## src/verilog/gpa_pkg.sv

```systemverilog
/*
 * Package for the eight-pin general purpose port with pin sharing.
 * Holds register offsets, field positions, reset values and mode codes; assumes APB, 32-bit data.
 */
package gpa_pkg;
   localparam int unsigned GPA_WIDTH = 8;
   localparam logic [11:0] GPA_OFF_PIN_LEVEL = 12'h000;
   localparam logic [11:0] GPA_OFF_LATCH     = 12'h004;
   localparam logic [11:0] GPA_OFF_DIRECTION = 12'h008;
   localparam logic [11:0] GPA_OFF_CONV_CTRL = 12'h00c;
   localparam logic [11:0] GPA_OFF_COMP_CTRL = 12'h010;
   localparam logic [11:0] GPA_OFF_OSC_CFG   = 12'h014;
   localparam logic [7:0] GPA_RST_DIRECTION = 8'hff;
   localparam logic [7:0] GPA_RST_LATCH     = 8'h00;
   localparam logic [3:0] GPA_RST_CONV_CTRL = 4'h0;
   localparam logic [3:0] GPA_RST_OSC_CFG   = 4'h0;
   localparam logic [2:0] GPA_RST_COMP_CTRL = 3'h0;
   localparam logic [3:0] GPA_CONV_ALL_DIGITAL = 4'hf;
   localparam int unsigned GPA_COMP_OUT_ONE_BIT = 0;
   localparam int unsigned GPA_COMP_OUT_TWO_BIT = 1;
   localparam int unsigned GPA_COMP_REF_OUT_BIT = 2;
   localparam int unsigned GPA_CYCLE_DIV = 4;
   localparam logic [7:0] GPA_ANALOG_MASK = 8'h2f;
   typedef enum logic [3:0] {
      GPA_LOW_POWER_CRYSTAL   = 4'h0,
      GPA_STANDARD_CRYSTAL    = 4'h1,
      GPA_HIGH_SPEED_CRYSTAL  = 4'h2,
      GPA_RES_CAP_OUT         = 4'h3,
      GPA_RES_CAP_IO          = 4'h4,
      GPA_INT_OSC_CLKOUT      = 4'h5,
      GPA_INT_OSC_IO          = 4'h6,
      GPA_EXT_CLOCK_OUT       = 4'h7,
      GPA_EXT_CLOCK_IO        = 4'h8
   } gpa_osc_mode_type;
   typedef struct packed {
      logic [7:0] out;
      logic [7:0] oe;
   } gpa_pad_type;
endpackage

```

## src/verilog/gpa_port.sv

```systemverilog
/*
 * Eight-pin general purpose port with direction, latch and pin read, and pin sharing.
 * Assumes an APB master on pclk; pad inputs are synchronous to pclk after the two-stage stage here.
 */
// The register addresses and the APB slave port were left to the implementer.
// Function
// Eight pins, each with direction bit, latch bit and input path.
// Direction 1 floats the driver; direction 0 drives the latch.
// Port read returns pin levels; port write updates the latch.
// Latch register is separately readable and writable.
// Pins 6 and 7 read zero in port, direction, latch when oscillator-owned.
// Pin 6 is I/O only in I/O oscillator modes; crystal uses feedback.
// Clock-out modes drive quarter oscillator clock on pin 6 regardless of direction.
// Pin 7 digital I/O is off when the oscillator uses it.
// Converter control bits select analog use of pins 0-3 and 5.
// After reset pins 0-3 and 5 are analog, read zero; pin 4 digital.
// Analog selection disables digital input, not the output driver.
// Software keeps direction set to input for analog pins.
// Software turns comparators off before digital input use of pins 0-3.
// Enabled comparator outputs override the latch on pins 4 and 5.
// Reference output on pin 2 disables its digital input and output.
// Pin 4 input feeds the timer zero external clock.
// Pin 5 input feeds the serial port slave select.
// An enabled peripheral owns its pin over general purpose use; comparator outputs drive pins 4 and 5 only while their direction bit is 0.
// Pins are synchronised before read; writes land at the write edge.
`timescale 1ns/10ps
`default_nettype none
module gpa_port
   import gpa_pkg::*;
#(
   parameter int unsigned WIDTH = GPA_WIDTH
) (
   input  wire logic              pclk,
   input  wire logic              presetn,
   input  wire logic              psel,
   input  wire logic              penable,
   input  wire logic              pwrite,
   input  wire logic [11:0]       paddr,
   input  wire logic [31:0]       pwdata,
   output logic      [31:0]       prdata,
   output logic                   pready,
   output logic                   pslverr,
   input  wire logic [WIDTH-1:0]  pad_in,
   output logic      [WIDTH-1:0]  pad_out,
   output logic      [WIDTH-1:0]  pad_oe,
   input  wire logic              comparator_one_output,
   input  wire logic              comparator_two_output,
   output logic                   timer_zero_ext_clock,
   output logic                   slave_select_in,
   output logic      [3:0]        converter_ctrl_one
);
   logic [WIDTH-1:0] direction_reg;
   logic [WIDTH-1:0] output_latch_reg;
   logic [3:0]       conv_reg;
   logic [2:0]       comparator_ctrl;
   logic [3:0]       osc_reg;
   logic [WIDTH-1:0] sync_a_reg;
   logic [WIDTH-1:0] pin_level_reg;
   logic [1:0]       div_reg;
   logic             cycle_clock_reg;
   logic [31:0]      prdata_reg;
   logic             pslverr_reg;
   logic [WIDTH-1:0] pad_out_reg;
   logic [WIDTH-1:0] pad_oe_reg;
   logic             tmr_reg;
   logic             ss_reg;

   wire logic        acc_w = psel && penable && pwrite;
   wire logic        acc_r = psel && penable && !pwrite;
   wire logic        wr_pin = acc_w && (paddr == GPA_OFF_PIN_LEVEL);
   wire logic        wr_lat = acc_w && (paddr == GPA_OFF_LATCH);
   wire logic        wr_dir = acc_w && (paddr == GPA_OFF_DIRECTION);
   wire logic        wr_conv = acc_w && (paddr == GPA_OFF_CONV_CTRL);
   wire logic        wr_comp = acc_w && (paddr == GPA_OFF_COMP_CTRL);
   wire logic        wr_osc = acc_w && (paddr == GPA_OFF_OSC_CFG);
   wire logic        mapped = (paddr == GPA_OFF_PIN_LEVEL) || (paddr == GPA_OFF_LATCH)
                            || (paddr == GPA_OFF_DIRECTION) || (paddr == GPA_OFF_CONV_CTRL)
                            || (paddr == GPA_OFF_COMP_CTRL) || (paddr == GPA_OFF_OSC_CFG);

   // Oscillator ownership of pins 6 and 7.
   wire logic        p6_io = (osc_reg == GPA_RES_CAP_IO) || (osc_reg == GPA_INT_OSC_IO)
                           || (osc_reg == GPA_EXT_CLOCK_IO);
   wire logic        p6_clk = (osc_reg == GPA_RES_CAP_OUT) || (osc_reg == GPA_INT_OSC_CLKOUT)
                            || (osc_reg == GPA_EXT_CLOCK_OUT);
   wire logic        p7_io = (osc_reg == GPA_INT_OSC_IO) || (osc_reg == GPA_INT_OSC_CLKOUT);
   wire logic [WIDTH-1:0] osc_keep = {p7_io, p6_io, {(WIDTH-2){1'b1}}};

   // Analog selection from the converter control field; all-ones code is fully digital.
   wire logic [WIDTH-1:0] analog_sel = (conv_reg == GPA_CONV_ALL_DIGITAL) ? '0
                                     : GPA_ANALOG_MASK[WIDTH-1:0];
   wire logic [WIDTH-1:0] ref_sel = {{(WIDTH-3){1'b0}},
                                     comparator_ctrl[GPA_COMP_REF_OUT_BIT], 2'b00};
   // Digital input disabled by analog, reference output or oscillator use.
   wire logic [WIDTH-1:0] in_enable = ~analog_sel & ~ref_sel & osc_keep;
   wire logic [WIDTH-1:0] port_view = pin_level_reg & in_enable;

   function automatic logic [WIDTH-1:0] sel_bits(input logic [WIDTH-1:0] v,
                                                 input logic [WIDTH-1:0] m);
      sel_bits = v & m;
   endfunction

   logic [WIDTH-1:0] drv_out;
   logic [WIDTH-1:0] drv_oe;
   always_comb begin
      drv_out = output_latch_reg;
      drv_oe  = ~direction_reg & osc_keep & ~ref_sel;
      if (comparator_ctrl[GPA_COMP_OUT_ONE_BIT] && !direction_reg[4]) begin
         drv_out[4] = comparator_one_output;
      end
      if (comparator_ctrl[GPA_COMP_OUT_TWO_BIT] && !direction_reg[5]) begin
         drv_out[5] = comparator_two_output;
      end
      if (p6_clk) begin
         drv_out[6] = cycle_clock_reg;
         drv_oe[6]  = 1'b1;
      end
   end

   wire logic [31:0] rd_mux =
        (paddr == GPA_OFF_PIN_LEVEL) ? {24'h000000, port_view} :
        (paddr == GPA_OFF_LATCH)     ? {24'h000000, sel_bits(output_latch_reg, osc_keep)} :
        (paddr == GPA_OFF_DIRECTION) ? {24'h000000, sel_bits(direction_reg, osc_keep)} :
        (paddr == GPA_OFF_CONV_CTRL) ? {28'h0000000, conv_reg} :
        (paddr == GPA_OFF_COMP_CTRL) ? {29'h00000000, comparator_ctrl} :
        (paddr == GPA_OFF_OSC_CFG)   ? {28'h0000000, osc_reg} : 32'h00000000;

   // Registers; a pin-level write lands in the latch, never on the pad.
   always_ff @(posedge pclk or negedge presetn) begin
      if (!presetn) begin
         output_latch_reg <= GPA_RST_LATCH;
         direction_reg    <= GPA_RST_DIRECTION;
         conv_reg         <= GPA_RST_CONV_CTRL;
         comparator_ctrl  <= GPA_RST_COMP_CTRL;
         osc_reg          <= GPA_RST_OSC_CFG;
      end else begin
         if (wr_pin || wr_lat) begin
            output_latch_reg <= pwdata[WIDTH-1:0];
         end
         if (wr_dir) begin
            direction_reg <= pwdata[WIDTH-1:0];
         end
         if (wr_conv) begin
            conv_reg <= pwdata[3:0];
         end
         if (wr_comp) begin
            comparator_ctrl <= pwdata[2:0];
         end
         if (wr_osc) begin
            osc_reg <= pwdata[3:0];
         end
      end
   end

   // Two flops keep metastability off the read path at the cost of two cycles latency.
   always_ff @(posedge pclk or negedge presetn) begin
      if (!presetn) begin
         sync_a_reg    <= '0;
         pin_level_reg <= '0;
      end else begin
         sync_a_reg    <= pad_in;
         pin_level_reg <= sync_a_reg;
      end
   end

   // Quarter-rate cycle clock; pclk stands in for the oscillator here.
   always_ff @(posedge pclk or negedge presetn) begin
      if (!presetn) begin
         div_reg         <= 2'h0;
         cycle_clock_reg <= 1'b0;
      end else begin
         div_reg <= div_reg + 2'h1;
         if (div_reg[0]) begin
            cycle_clock_reg <= ~cycle_clock_reg;
         end
      end
   end

   always_ff @(posedge pclk or negedge presetn) begin
      if (!presetn) begin
         prdata_reg  <= 32'h00000000;
         pslverr_reg <= 1'b0;
         pad_out_reg <= '0;
         pad_oe_reg  <= '0;
         tmr_reg     <= 1'b0;
         ss_reg      <= 1'b1;
      end else begin
         prdata_reg  <= (psel && !penable && !pwrite) ? rd_mux : prdata_reg;
         pslverr_reg <= psel && !penable && !mapped;
         pad_out_reg <= drv_out;
         pad_oe_reg  <= drv_oe;
         tmr_reg     <= pin_level_reg[4] & direction_reg[4];
         ss_reg      <= ~direction_reg[5] | pin_level_reg[5];
      end
   end

   assign prdata  = prdata_reg;
   assign pready  = 1'b1;
   assign pslverr = pslverr_reg;
   assign pad_out = pad_out_reg;
   assign pad_oe  = pad_oe_reg;
   assign timer_zero_ext_clock = tmr_reg;
   assign slave_select_in      = ss_reg;
   assign converter_ctrl_one   = conv_reg;

   // Assertions.
   property p_dir_in;
      @(posedge pclk) disable iff (!presetn)
      (direction_reg[0] && !ref_sel[0]) |=> !pad_oe[0];
   endproperty
   a_dir_in: assert property (p_dir_in) else $error("input pin driven");
   property p_dir_out;
      @(posedge pclk) disable iff (!presetn)
      !direction_reg[1] |=> (pad_oe[1] && pad_out[1] == $past(output_latch_reg[1]));
   endproperty
   a_dir_out: assert property (p_dir_out) else $error("output pin not driving latch");
   property p_lat_write;
      @(posedge pclk) disable iff (!presetn)
      wr_pin |=> output_latch_reg == $past(pwdata[WIDTH-1:0]);
   endproperty
   a_lat_write: assert property (p_lat_write) else $error("port write missed latch");
   property p_osc_zero;
      @(posedge pclk) disable iff (!presetn)
      (!p7_io && acc_r) |-> rd_mux[7] == 1'b0;
   endproperty
   a_osc_zero: assert property (p_osc_zero) else $error("oscillator pin bit read nonzero");
   property p_clkout;
      @(posedge pclk) disable iff (!presetn)
      p6_clk |=> pad_oe[6];
   endproperty
   a_clkout: assert property (p_clkout) else $error("clock out not driven");
   property p_analog_zero;
      @(posedge pclk) disable iff (!presetn)
      (conv_reg != GPA_CONV_ALL_DIGITAL) |-> port_view[0] == 1'b0;
   endproperty
   a_analog_zero: assert property (p_analog_zero) else $error("analog pin reads nonzero");
   property p_cmp_one;
      @(posedge pclk) disable iff (!presetn)
      (comparator_ctrl[0] && !direction_reg[4]) |=> pad_out[4] == $past(comparator_one_output);
   endproperty
   a_cmp_one: assert property (p_cmp_one) else $error("comparator one not on pin");
   property p_ref_off;
      @(posedge pclk) disable iff (!presetn)
      comparator_ctrl[2] |=> !pad_oe[2];
   endproperty
   a_ref_off: assert property (p_ref_off) else $error("reference pin driven");
   property p_sync;
      @(posedge pclk) disable iff (!presetn)
      1'b1 |-> ##2 pin_level_reg == $past(pad_in, 2);
   endproperty
   a_sync: assert property (p_sync) else $error("sync latency wrong");
   property p_pin6_off;
      @(posedge pclk) disable iff (!presetn)
      (!p6_io && !p6_clk) |=> !pad_oe[6];
   endproperty
   a_pin6_off: assert property (p_pin6_off) else $error("oscillator pin six driven");
   property p_pin7_off;
      @(posedge pclk) disable iff (!presetn)
      !p7_io |=> !pad_oe[7];
   endproperty
   a_pin7_off: assert property (p_pin7_off) else $error("oscillator pin seven driven");
   property p_cmp_two;
      @(posedge pclk) disable iff (!presetn)
      (comparator_ctrl[GPA_COMP_OUT_TWO_BIT] && !direction_reg[5])
         |=> pad_out[5] == $past(comparator_two_output);
   endproperty
   a_cmp_two: assert property (p_cmp_two) else $error("comparator two not on pin");
   property p_ref_in;
      @(posedge pclk) disable iff (!presetn)
      comparator_ctrl[GPA_COMP_REF_OUT_BIT] |-> port_view[2] == 1'b0;
   endproperty
   a_ref_in: assert property (p_ref_in) else $error("reference pin reads nonzero");
   property p_analog_drive;
      @(posedge pclk) disable iff (!presetn)
      !direction_reg[0] |=> pad_oe[0] && pad_out[0] == $past(output_latch_reg[0]);
   endproperty
   a_analog_drive: assert property (p_analog_drive) else $error("analog pin not driven");
   property p_timer_feed;
      @(posedge pclk) disable iff (!presetn)
      direction_reg[4] |=> timer_zero_ext_clock == $past(pin_level_reg[4]);
   endproperty
   a_timer_feed: assert property (p_timer_feed) else $error("timer clock not fed");
   property p_select_feed;
      @(posedge pclk) disable iff (!presetn)
      direction_reg[5] |=> slave_select_in == $past(pin_level_reg[5]);
   endproperty
   a_select_feed: assert property (p_select_feed) else $error("slave select not fed");
   property p_dir_write;
      @(posedge pclk) disable iff (!presetn)
      wr_dir |=> direction_reg == $past(pwdata[WIDTH-1:0]);
   endproperty
   a_dir_write: assert property (p_dir_write) else $error("direction write missed");
   property p_latch_read;
      @(posedge pclk) disable iff (!presetn)
      (psel && !penable && !pwrite && paddr == GPA_OFF_LATCH)
         |=> prdata[WIDTH-1:0] == ($past(output_latch_reg) & $past(osc_keep));
   endproperty
   a_latch_read: assert property (p_latch_read) else $error("latch read wrong");
   property p_cycle_half;
      @(posedge pclk) disable iff (!presetn)
      $changed(cycle_clock_reg) |=> $stable(cycle_clock_reg);
   endproperty
   a_cycle_half: assert property (p_cycle_half) else $error("cycle clock too fast");
   property p_bad_addr;
      @(posedge pclk) disable iff (!presetn)
      (psel && !penable && !mapped) |=> pslverr;
   endproperty
   a_bad_addr: assert property (p_bad_addr) else $error("unmapped access not flagged");
   c_write_latch: cover property (@(posedge pclk) wr_lat);
   c_read_pins: cover property (@(posedge pclk) acc_r && paddr == GPA_OFF_PIN_LEVEL);
   c_clkout: cover property (@(posedge pclk) p6_clk);
   c_cmp: cover property (@(posedge pclk) comparator_ctrl[1] && !direction_reg[5]);
endmodule // gpa_port
`default_nettype wire

```

## config.mk

```make
export PLATFORM = sky130hd
export DESIGN_NAME = gpa_port
export DESIGN_NICKNAME = d
export VERILOG_FILES = /design/src/verilog/gpa_pkg.sv /design/src/verilog/gpa_port.sv
export SDC_FILE = /design/constraint.sdc
export NUM_CORES = 1
export LEC_CHECK = 0
export BUFFER_PORTS_ARGS = -buffer_cell sky130_fd_sc_hd__buf_2
export CAP_MARGIN = 20
export CORE_MARGIN = 3
export CORE_UTILIZATION = 49
export CTS_CLUSTER_SIZE = 25
export DETAILED_ROUTE_END_ITERATION = 16
export GPL_TIMING_DRIVEN = 0
export PLACE_DENSITY = 0.83
export SYNTH_ARGS = -nofsm -noshare
export SYNTH_HDL_FRONTEND = slang
export SYNTH_SLANG_ARGS = --single-unit
```

## constraint.sdc

```tcl
create_clock -name pclk -period 1.6 [get_ports pclk]
set_input_delay 0.24 -clock pclk [delete_from_list [all_inputs] [get_ports pclk]]
set_output_delay 0.24 -clock pclk [all_outputs]
set_load 0.02 [all_outputs]
```

---- Yosys cells after proc, flatten, opt, wreduce, memory -nomap -nowiden ----
Cells that the tools add are included.
Widths: inputs -> output; s select.
word-level totals
  output and inout port bits .............. 56
  bits in registers ....................... 97
cells by class
  muxes and demuxes ....................... 11
  bitwise gates (word level) .............. 14
  add/subtract/negate cells ............... 1
  eq/ne operators ......................... 12
  reductions and logical operators ........ 30
operators by type and width
  kind                 number
  $and 8x8->8          7
  $eq 12x4->1 const B  2
  $eq 12x5->1 const B  2
  $mux 8               3
  $eq 4x3->1 const B   4
  $logic_and 1x1->1    13
  $eq 12x3->1 const B  1
  $logic_not 12->1     1
  $mux 4               3
  $logic_or 1x1->1     11
  $eq 4x4->1 const B   2
  $not 3->8            1
  $not 6->8            1
  $not 8->8            1
  $mux 6               1
  $logic_not 1->1      5
  $eq 4x2->1 const B   1
  $mux 1               4
  $add 2x1->2 const B  1
  $not 1->1            2
  $and 1x1->1          1
  $or 1x1->1           1

---- Depth between registers and ports, before layout ----
Gate-level depths: netlist of the first run.
  depth after elaboration ................. 8
  mapped depth ............................ 6
  depth with buffers taken out ............ 4

---- Worst setup path after synthesis of the first run ----
OpenSTA, ideal clock, no wires.
  path kind ............................... input port to flip-flop
  start point ............................. input paddr[9]
  end point ............................... register output_latch_reg[0]
  cell stages on the path ................. 5
  buffers on the path ..................... 1
  data arrival time ....................... 1874 ps
  setup slack ............................. -399 ps
  cell sequence ........................... or4_4 > nor4b_4 > and2_4 > buf_12 > mux2_4
on the way
  word-level cells in the longest chain between the ends .. 3
  elaborated cells between the ends (all ways) .. 5
  those cells by class .................... eq/ne: 1; reduce/logical: 4
RTL lines
  element                                          RTL line                        RTL
  start, declared                                  gpa_port.sv:38                  input wire logic [11:0] paddr,
  $eq 12x3->1 or $logic_not 12->1 (tied branches)  gpa_port.sv:71, gpa_port.sv:70
  $logic_and 1x1->1, on equally long branches      gpa_port.sv:71, gpa_port.sv:70
  $logic_or 1x1->1 *                               gpa_port.sv:136                 if (wr_pin || wr_lat) begin
  end signal, assigned                             gpa_port.sv:137                 output_latch_reg <= pwdata[WIDTH-1:0];
  end, declared                                    gpa_port.sv:53                  logic [WIDTH-1:0] output_latch_reg;
Every way passes the cells marked *; elsewhere a longest branch is shown, timed or not.
A chain may end at the register's enable or synchronous reset.

---- Final worst setup path of the first run ----
  start point ............................. input paddr[10]
  end point ............................... register output_latch_reg[6]
Same word-level chain as after synthesis.

==> results_dict.tcl, run 1 <==
set metrics [dict create \
    stdcell_count 427 \
    drt_iter0_drc 134 \
    fin_crit_sh_pct 104.4 \
    insertion_delay_ns 0.35 \
    core_sq_um 6026 \
    tritoncts "built" \
    async_reset_ff_share_pct 100.0 \
    wl_per_cell_um 15.47 \
    placed_area_sq_um 3610 \
    start_util_pct 51.20 \
    dieWidth_um 85.35 \
    path_cells "buf_6 -> or4_4 -> nor4b_4 -> and2_4 -> buf_12 -> mux2_4" \
    netlist_instances 235 \
    synth_commonest_cells "dfrtp_1, buf_4, mux2_2" \
    cts.sinks 72 \
    synth_seq_cells 72 \
    violations "negative hold slack, negative setup slack" \
    dp_cells 398 \
    area_delta_synth_final_pct 26.89 \
    hold_viol_final 1 \
    yosys.area.top_type "dfrtp_1" \
    synth_edf_count 0 \
    r2r_start "osc_reg[2]$_DFFE_PN0P_" \
    fmax_mhz 598.9 \
    grt_pass1_wl_um 10720 \
    post-place-ws_ns -0.7530 \
    clk_pin_slew_ns 0.08 \
    syn-cell-area_sq_um 3085 \
    yosys.area.top_type_share_pct 51.09 \
    ios 115 \
    grt_usage_pct 19.54 \
    antenna_cells 0 \
    worst_path_max_delay_cell "or4_4" \
    fp-row-count 28 \
    r2r_slack_ns 0.19 \
    setup_viol_count_final 8 \
    critPathMaxFanout 8 \
    hpwl_um 4422 \
    cp-end-kind "flop" \
    grt_start_max_net_pins 73 \
    root_buffer "clkbuf_8" \
    wl_um 6604 \
    grt-ovfl-total 0 \
    dieArea_sq_um 7285 \
    cts_max_path_buffers 2 \
    drc 0 \
    yosysMostFrequentCell "dfrtp_1" \
    synth.distinct_cells 43 \
    cts_buffers 9 \
    multi_input_area_sq_um 1115 \
    p_leak_nw 1.959 \
    ant_nets 0 \
    grt_pass1_vias 2183 \
    fin_crit_ns 1.670 \
    vias 2097 \
    antenna_found_initial 0 \
    cp.required_ns 1.84 \
    finalWorstSetupSlack_ns -0.06979 \
    gp_congestion 0.9220 \
    io_buffers 65 \
    tightest_slew_ns 0.8727 \
    hold_path.class "in2async" \
    critPathArrivalTime_ns 1.91 \
    final_cell_area_sq_um 3915 \
    ff2ff_path_depth 4 \
    run_status "complete, but fails checks" \
    start_kind "input pin" \
    nets 407 \
    h-tree-depth 3 \
    critical_path.startpoint "paddr[10]" \
    r2r-end "prdata[6]$_DFFE_PN0P_" \
    slew_headroom_pct 41.82 \
    rsz0062_at_grt "yes" \
    fill_cells 477 \
    synth_area_leaders "dfrtp_1, mux2_2, dfstp_2" \
    p_total_mw 3.441 \
    drv_cap 0 \
    cp_num_buf_inv 2 \
    hold_ws_ns -0.0003227 \
    ys_warn_count 0 \
    vias_per_cell 4.911 \
    synth_flop_cell "dfrtp_1" \
    synth.avg_cell_area_sq_um 13.13 \
    seq_area_frac_synth_pct 58.76 \
    die_y_um 85.35 \
    powerDensity_nw_per_um2 879.0 \
    finalMaxSlewViolations 0 \
    path_delay_family "simple AND/OR/NAND/NOR gates" \
    drive_gt1_share_pct 47.16 \
    path_class "in2reg" \
    regArea_sq_um 1813 \
    max_stage_delay_ns 0.57 \
    worst_clock_skew_ns 0.007972 \
    ir_drop_v 0.0004462 \
    firstDrtPassIters 5 \
]
-- worst max path at each step --
stage | endpoint | slack [ns] | cells after the start
finish | output_latch_reg[6]$_DFFE_PN0P_ | -0.07 | 6
global placement | output_latch_reg[6]$_DFFE_PN0P_ | -0.73 | 6
detailed placement | output_latch_reg[1]$_DFFE_PN0P_ | -0.75 | 6
global route | output_latch_reg[1]$_DFFE_PN0P_ | -0.10 | 6
floorplan | output_latch_reg[0]$_DFFE_PN0P_ | -0.40 | 5
CTS | output_latch_reg[1]$_DFFE_PN0P_ | -0.08 | 6
-- where the power goes --
part / leakage, nW / switching (mW) / total, mW / internal [mW]
Clock: 0.0886 / 0.674 / 1.22 / 0.547
Sequential: 0.889 / 0.0184 / 1.88 / 1.86
Combinational: 0.981 / 0.203 / 0.339 / 0.136
Total: 1.96 / 0.895 / 3.44 / 2.55
-- cell usage in the layout (no fill, tap or decap), types with 4 or more instances in the layout --
master,instances
a21oi_1,7
a22oi_1,6
buf_2,62
buf_4,32
clkbuf_8,9
clkinv_2,4
conb_1,25
dfrtp_1,63
dfstp_2,9
dlygate4sd3_1,8
inv_1,11
mux2_2,19
mux2_4,12
mux2i_1,9
nand2_1,7
nand2b_1,6
nor2_1,14
-- layout make-up --
type                       instances  share of cell area, %
buffer                            30                  5.753
inverter                          11                  1.055
tap                               75                  2.397
multi-input combinational        145                  28.48
clock buffer                       9                  3.164
timing repair buffer              79                  11.89
clock inverter                     6                 0.9588
sequential                        72                  46.31
-- routing by layer --
layer	GRT usage (%)	wire length, um	vias to the layer above
met5	0	0	-
met4	8.777	169	0
met3	4.660	454	19
met2	31.14	3254	79
met1	25.38	2726	1005
li1	-	-	994
-- kinds of logic after synthesis --
logic type | after synthesis | share of synthesized area (%)
AO/OA/AOI/OAI | 29 | 6.448
XOR/XNOR | 2 | 0.5678
buffers and inverters | 41 | 8.556
flip-flops | 72 | 58.76
multiplexers | 40 | 15.21
other | 2 | 0.2434
AND/OR/NAND/NOR | 49 | 10.22
-- stage by stage --
step	utilization [%]	hold WS (ns)	TNS [ns]
4_1_cts	64.41	0.04518	-0.5884
3_5_place_dp	59.90	0.3347	-18.31
3_3_place_gp	59.86	0.3338	-19.99
2_1_floorplan	-	-0.05559	-6.154
5_1_grt	64.97	0.07237	-0.7877
6_report	64.97	-0.0003227	-0.5082
-- repair_timing --
item	in CTS	in global routing
endpoints found under the hold margin	8	0
hold buffers	8	0
gates resized for setup	2	4
setup endpoints to repair	29	22
buffers inserted	3	4
pin swaps	5	7
(Power assumes the default switching activity.)
==> inputs of run 2 (changes only) <==
PLACE_DENSITY = default   (was 0.83)
PLACE_DENSITY_LB_ADDON = 0.25   (was default)
==> results_dict.tcl, run 2 (synthesis gave the netlist of run 1 again) <==
set metrics [dict create \
    tritoncts "built" \
    hpwl_um 4369 \
    final_util_pct 66.09 \
    finalWorstSetupSlack_ns -0.03195 \
    p_leak_nw 1.986 \
    grt_usage_pct 18.90 \
    gp_congestion 0.8125 \
    fin_crit_ns 1.632 \
    ir_drop_v 0.0006675 \
    clk_pin_slew_ns 0.08 \
    wl_um 6531 \
    insertion_delay_ns 0.34 \
    io_buffers 65 \
    grt_pass1_wl_um 10480 \
    post-place-ws_ns -0.7746 \
    final_cell_area_sq_um 3983 \
    ios 115 \
    drt_iter0_drc 80 \
    ant_nets 0 \
    drv_cap 0 \
    fp-row-count 28 \
    start_kind "input pin" \
    timing.setup.tns_ns -0.1928 \
    worst_clock_skew_ns 0.007393 \
    root_buffer "clkbuf_8" \
    start_util_pct 51.20 \
    cts_buffers 9 \
    fin_crit_sh_pct 102.0 \
    finalMaxSlewViolations 0 \
    r2r_start "osc_reg[2]$_DFFE_PN0P_" \
    grt_start_max_net_pins 73 \
    slew_headroom_pct 40.20 \
    powerDensity_nw_per_um2 965.1 \
    h-tree-depth 3 \
    critPathArrivalTime_ns 1.86 \
    firstDrtPassIters 4 \
    cp-end-kind "flop" \
    placed_area_sq_um 3610 \
    setup_viol_count_final 8 \
    vias 2127 \
    final_common_cell "dfrtp_1" \
    critPathMaxFanout 8 \
    cts.sinks 72 \
    tightest_slew_ns 0.8970 \
    grt-ovfl-total 0 \
    antenna_found_initial 0 \
    p_total_mw 3.844 \
    dieArea_sq_um 7285 \
    drive_gt1_share_pct 47.59 \
    final_cell_mix "dfrtp_1, buf_2, buf_4, conb_1, mux2_2" \
    cp.required_ns 1.83 \
    die_y_um 85.35 \
    hold_path.class "in2async" \
    nets 407 \
    core_sq_um 6026 \
    grt_pass1_vias 2115 \
    cts_max_path_buffers 2 \
    area_delta_synth_final_pct 29.08 \
    critical_path.startpoint "paddr[10]" \
    violations "negative setup slack" \
    dieWidth_um 85.35 \
    hold_viol_final 0 \
    drc 0 \
    vias_per_cell 4.970 \
    wl_per_cell_um 15.26 \
    antenna_cells 0 \
    fmax_mhz 612.8 \
    path_class "in2reg" \
    run_status "complete, but fails checks" \
    rsz0062_at_grt "yes" \
]
==> run 2: area by class of cell <==
| cell class | instances | area, sq um |
|---|---|---|
| Buffer | 30 | 225.2 |
| Clock buffer | 11 | 151.4 |
| Inverter | 11 | 41.29 |
| Timing Repair Buffer | 79 | 465.4 |
| Fill cell | 487 | 2043 |
| Multi-Input combinational cell | 145 | 1114 |
| Clock inverter | 5 | 78.83 |
| Tap cell | 75 | 93.84 |
| Sequential cell | 72 | 1813 |
==> run 2: worst paths after layout <==
path | endpoint | slack [ns] | cells after the start
min in group pclk | output_latch_reg[5]$_DFFE_PN0P_ | 0.14 | 2
worst min register to register | pin_level_reg[7]$_DFF_PN0_ | 0.35 | 0
worst max-delay path | output_latch_reg[4]$_DFFE_PN0P_ | -0.03 | 6
worst max register to register | prdata[6]$_DFFE_PN0P_ | 0.22 | 4
worst min-delay path | pad_oe[3]$_DFF_PN0_ | 0.01 | 1
max in group asynchronous | pad_out[5]$_DFF_PN0_ | 1.00 | 1
==> run 2: through the flow <==
step | cells | hold slack (ns)
final | 428 | 0.01031
after global routing | 428 | 0.08323
after CTS | 425 | 0.05172
after detailed placement | 398 | 0.3347
after global placement | 398 | 0.3323
after floorplan | 258 | -0.05559
==> run 2: report_power, final <==
part | switching, mW | leakage, nW | internal, mW
combinational | 0.204 | 0.977 | 0.136
clock | 0.662 | 0.119 | 0.960
sequential | 0.0186 | 0.889 | 1.86
total | 0.884 | 1.99 | 2.96
==> run 2: routing by layer <==
layer	vias to the layer above	GRT usage [%]	wire [um]
met1	1048	24.42	2743
met3	13	4.369	406
met2	73	30.58	3264
met5	-	0	0
met4	0	8.201	117
li1	993	-	-
==> run 2: repair_timing <==
item	4_1_cts	5_1_grt
resized for setup	3	2
buffers inserted	3	3
hold buffers	8	0
pin swaps	5	5
hold endpoints to repair	8	0
setup endpoints to repair	33	17
==> run 2: worst max-delay path, cell delays in order <==
cell	delay, ns
buf_6	0.09
or4_4	0.57
nor4b_4	0.31
and2_4	0.20
buf_12	0.14
mux2_4	0.30
==> inputs of run 3 (changes only) <==
ABC_AREA = 1   (was default)
CORE_UTILIZATION = 50   (was 49)
SLEW_MARGIN = 20   (was default)
==> results_dict.tcl, run 3 <==
set metrics [dict create \
    insertion_delay_ns 0.34 \
    synth_fa_ha_area_share_pct 0 \
    synth_flop_cell "dfrtp_1" \
    drv_cap 0 \
    tritoncts "built" \
    synth_edf_count 0 \
    finalMaxSlewViolations 0 \
    nets 500 \
    r2r_start "converter_ctrl_one[3]$_DFFE_PN0P_" \
    drive_gt1_share_pct 33.63 \
    die_y_um 86.59 \
    grt_pass1_vias 2438 \
    grt_start_max_net_pins 49 \
    seq_area_frac_synth_pct 55.84 \
    grt_pass1_wl_um 11190 \
    grt_usage_pct 19.68 \
    yosysMostFrequentCell "dfrtp_1" \
    post-place-ws_ns 0.05810 \
    core_sq_um 6096 \
    rsz0062_at_grt "no" \
    grt-ovfl-total 0 \
    final_cell_mix "buf_2, dfrtp_1, nand2_1, inv_1, buf_4" \
    synthMuxAreaShare_pct 0.9249 \
    fill_cells 519 \
    synth.avg_cell_area_sq_um 9.780 \
    cp-end-kind "flop" \
    synth_seq_cells 72 \
    min_from "pwdata[6]" \
    ios 115 \
    hpwl_um 5261 \
    synth_top_family_by_area "simple AND/OR/NAND/NOR gates" \
    hold_viol_final 0 \
    wl_um 7012 \
    clk_pin_slew_ns 0.07 \
    start_kind "flop" \
    synth_simple_gate_area_share_pct 22.24 \
    final_common_cell "buf_2" \
    ir_drop_v 0.0007233 \
    ant_nets 0 \
    gp_congestion 0.9647 \
    fin_crit_sh_pct 80.39 \
    p_total_mw 3.656 \
    syn-cell-area_sq_um 3247 \
    area_delta_synth_final_pct 25.47 \
    cts_buffers 9 \
    critical_path.startpoint "converter_ctrl_one[3]$_DFFE_PN0P_" \
    powerDensity_nw_per_um2 897.5 \
    dieWidth_um 86.59 \
    antenna_cells 0 \
    vias_per_cell 4.781 \
    hold_path.class "in2reg" \
    critPathArrivalTime_ns 1.56 \
    run_status "finished, final reports clean" \
    fmax_mhz 777.5 \
    yosys.area.top_type "dfrtp_1" \
    synth.distinct_cells 38 \
    cts_max_path_buffers 2 \
    synth-xor-area-share_pct 0.2697 \
    synth_compound_area_share_pct 8.748 \
    hold_ws_ns 0.1167 \
    fp-row-count 28 \
    wl_per_cell_um 13.46 \
    path_class "reg2reg" \
    drc 0 \
    p_leak_nw 2.331 \
    drt_iter0_drc 120 \
    dieArea_sq_um 7497 \
    antenna_found_initial 0 \
    ys_warn_count 0 \
    io_buffers 65 \
    yosys.area.top_type_share_pct 48.55 \
    firstDrtPassIters 4 \
    finalWorstSetupSlack_ns 0.3138 \
    timing.setup.tns_ns 0 \
    vias 2491 \
    cts.sinks 72 \
    worst_clock_skew_ns 0.01002 \
    netlist_instances 332 \
    critPathMaxFanout 4 \
    setup_viol_count_final 0 \
    fin_crit_ns 1.286 \
    cp.required_ns 1.88 \
    h-tree-depth 3 \
    synth_commonest_cells "dfrtp_1, nand2_1, inv_1" \
    async_reset_ff_share_pct 100.0 \
    synth_area_leaders "dfrtp_1, dfstp_2, nand2_1" \
    start_util_pct 53.26 \
    root_buffer "clkbuf_8" \
]
-- run 3: cell types whose count changed after synthesis, moves of 6 or more --
cell      change
a22oi_1       -6
inv_1        +28
mux2_2       -23
mux2_4        -6
mux2i_1       -9
nand2_1      +53
nand2_4       +7
nand2b_1      -6
nand3_1      +17
nor2_1       +10
o21ai_0       +7
o21ai_1      +13
-- run 3: logic make-up after synthesis --
kind of cell / after synthesis
and+or+nand+nor: 137
buffers and inverters: 72
DFF: 72
muxes: 2
xor gates and xnor gates: 1
other: 2
AOI/OAI and AO/OA: 46
-- run 3: path summary, 6_finish.rpt --
check | endpoint | slack, ns | depth (start not counted)
max | prdata[1]$_DFFE_PN0P_ | 0.31 | 10
min | direction_reg[6]$_DFFE_PN1P_ | 0.12 | 3
max reg2reg | prdata[1]$_DFFE_PN0P_ | 0.31 | 10
min reg2reg | pin_level_reg[1]$_DFF_PN0_ | 0.35 | 0
max in group asynchronous | direction_reg[6]$_DFFE_PN1P_ | 0.66 | 3
min in group asynchronous | osc_reg[3]$_DFFE_PN0P_ | 0.35 | 2
-- run 3: layout make-up --
type                       count  area (sq um)  share of cell area (%)
buffer                        28         215.2                   5.283
clock buffer                  14         162.7                   3.993
clock inverter                 2         38.79                  0.9521
inverter                      44         166.4                   4.085
multi-input combinational    211          1139                   27.95
sequential                    72          1813                   44.50
tap                           75         93.84                   2.303
timing repair buffer          75         445.4                   10.93
-- run 3: worst max-delay path, stage by stage, from the launching register on --
cell,delay (ns)
dfrtp_1,0.41
nand4_1,0.16
inv_1,0.11
nand3_1,0.13
inv_1,0.11
nand2_1,0.05
nand2_1,0.05
inv_1,0.04
nand3_1,0.07
nand2_1,0.06
inv_1,0.06
-- run 3: report_power, final --
group | internal (mW) | switching (mW) | total, mW | leakage, nW
logic | 0.135 | 0.209 | 0.344 | 1.33
registers | 1.86 | 0.0150 | 1.88 | 0.898
clock network | 0.811 | 0.627 | 1.44 | 0.101
-- run 3: what timing repair did --
action,in CTS,in global routing
resized for setup,0,0
hold endpoints to repair,29,1
hold buffers,8,1
buffers inserted,0,0
-- run 3: per-stage QoR --
step	cell area, sq um	instances	utilization, %
after global placement	3752	495	61.56
after CTS	4064	520	66.67
final	4074	521	66.83
after detailed placement	3782	496	62.05
after global routing	4074	521	66.83
after floorplan	3333	355	-
-- run 3: per-layer routing --
layer	GRT usage (%)	vias to the layer above	share of wire [%]
li1	-	1237	-
met1	24.06	1163	41
met2	33.38	77	51
met3	5.513	14	6.3
met4	6.941	0	1.7
met5	0	-	0
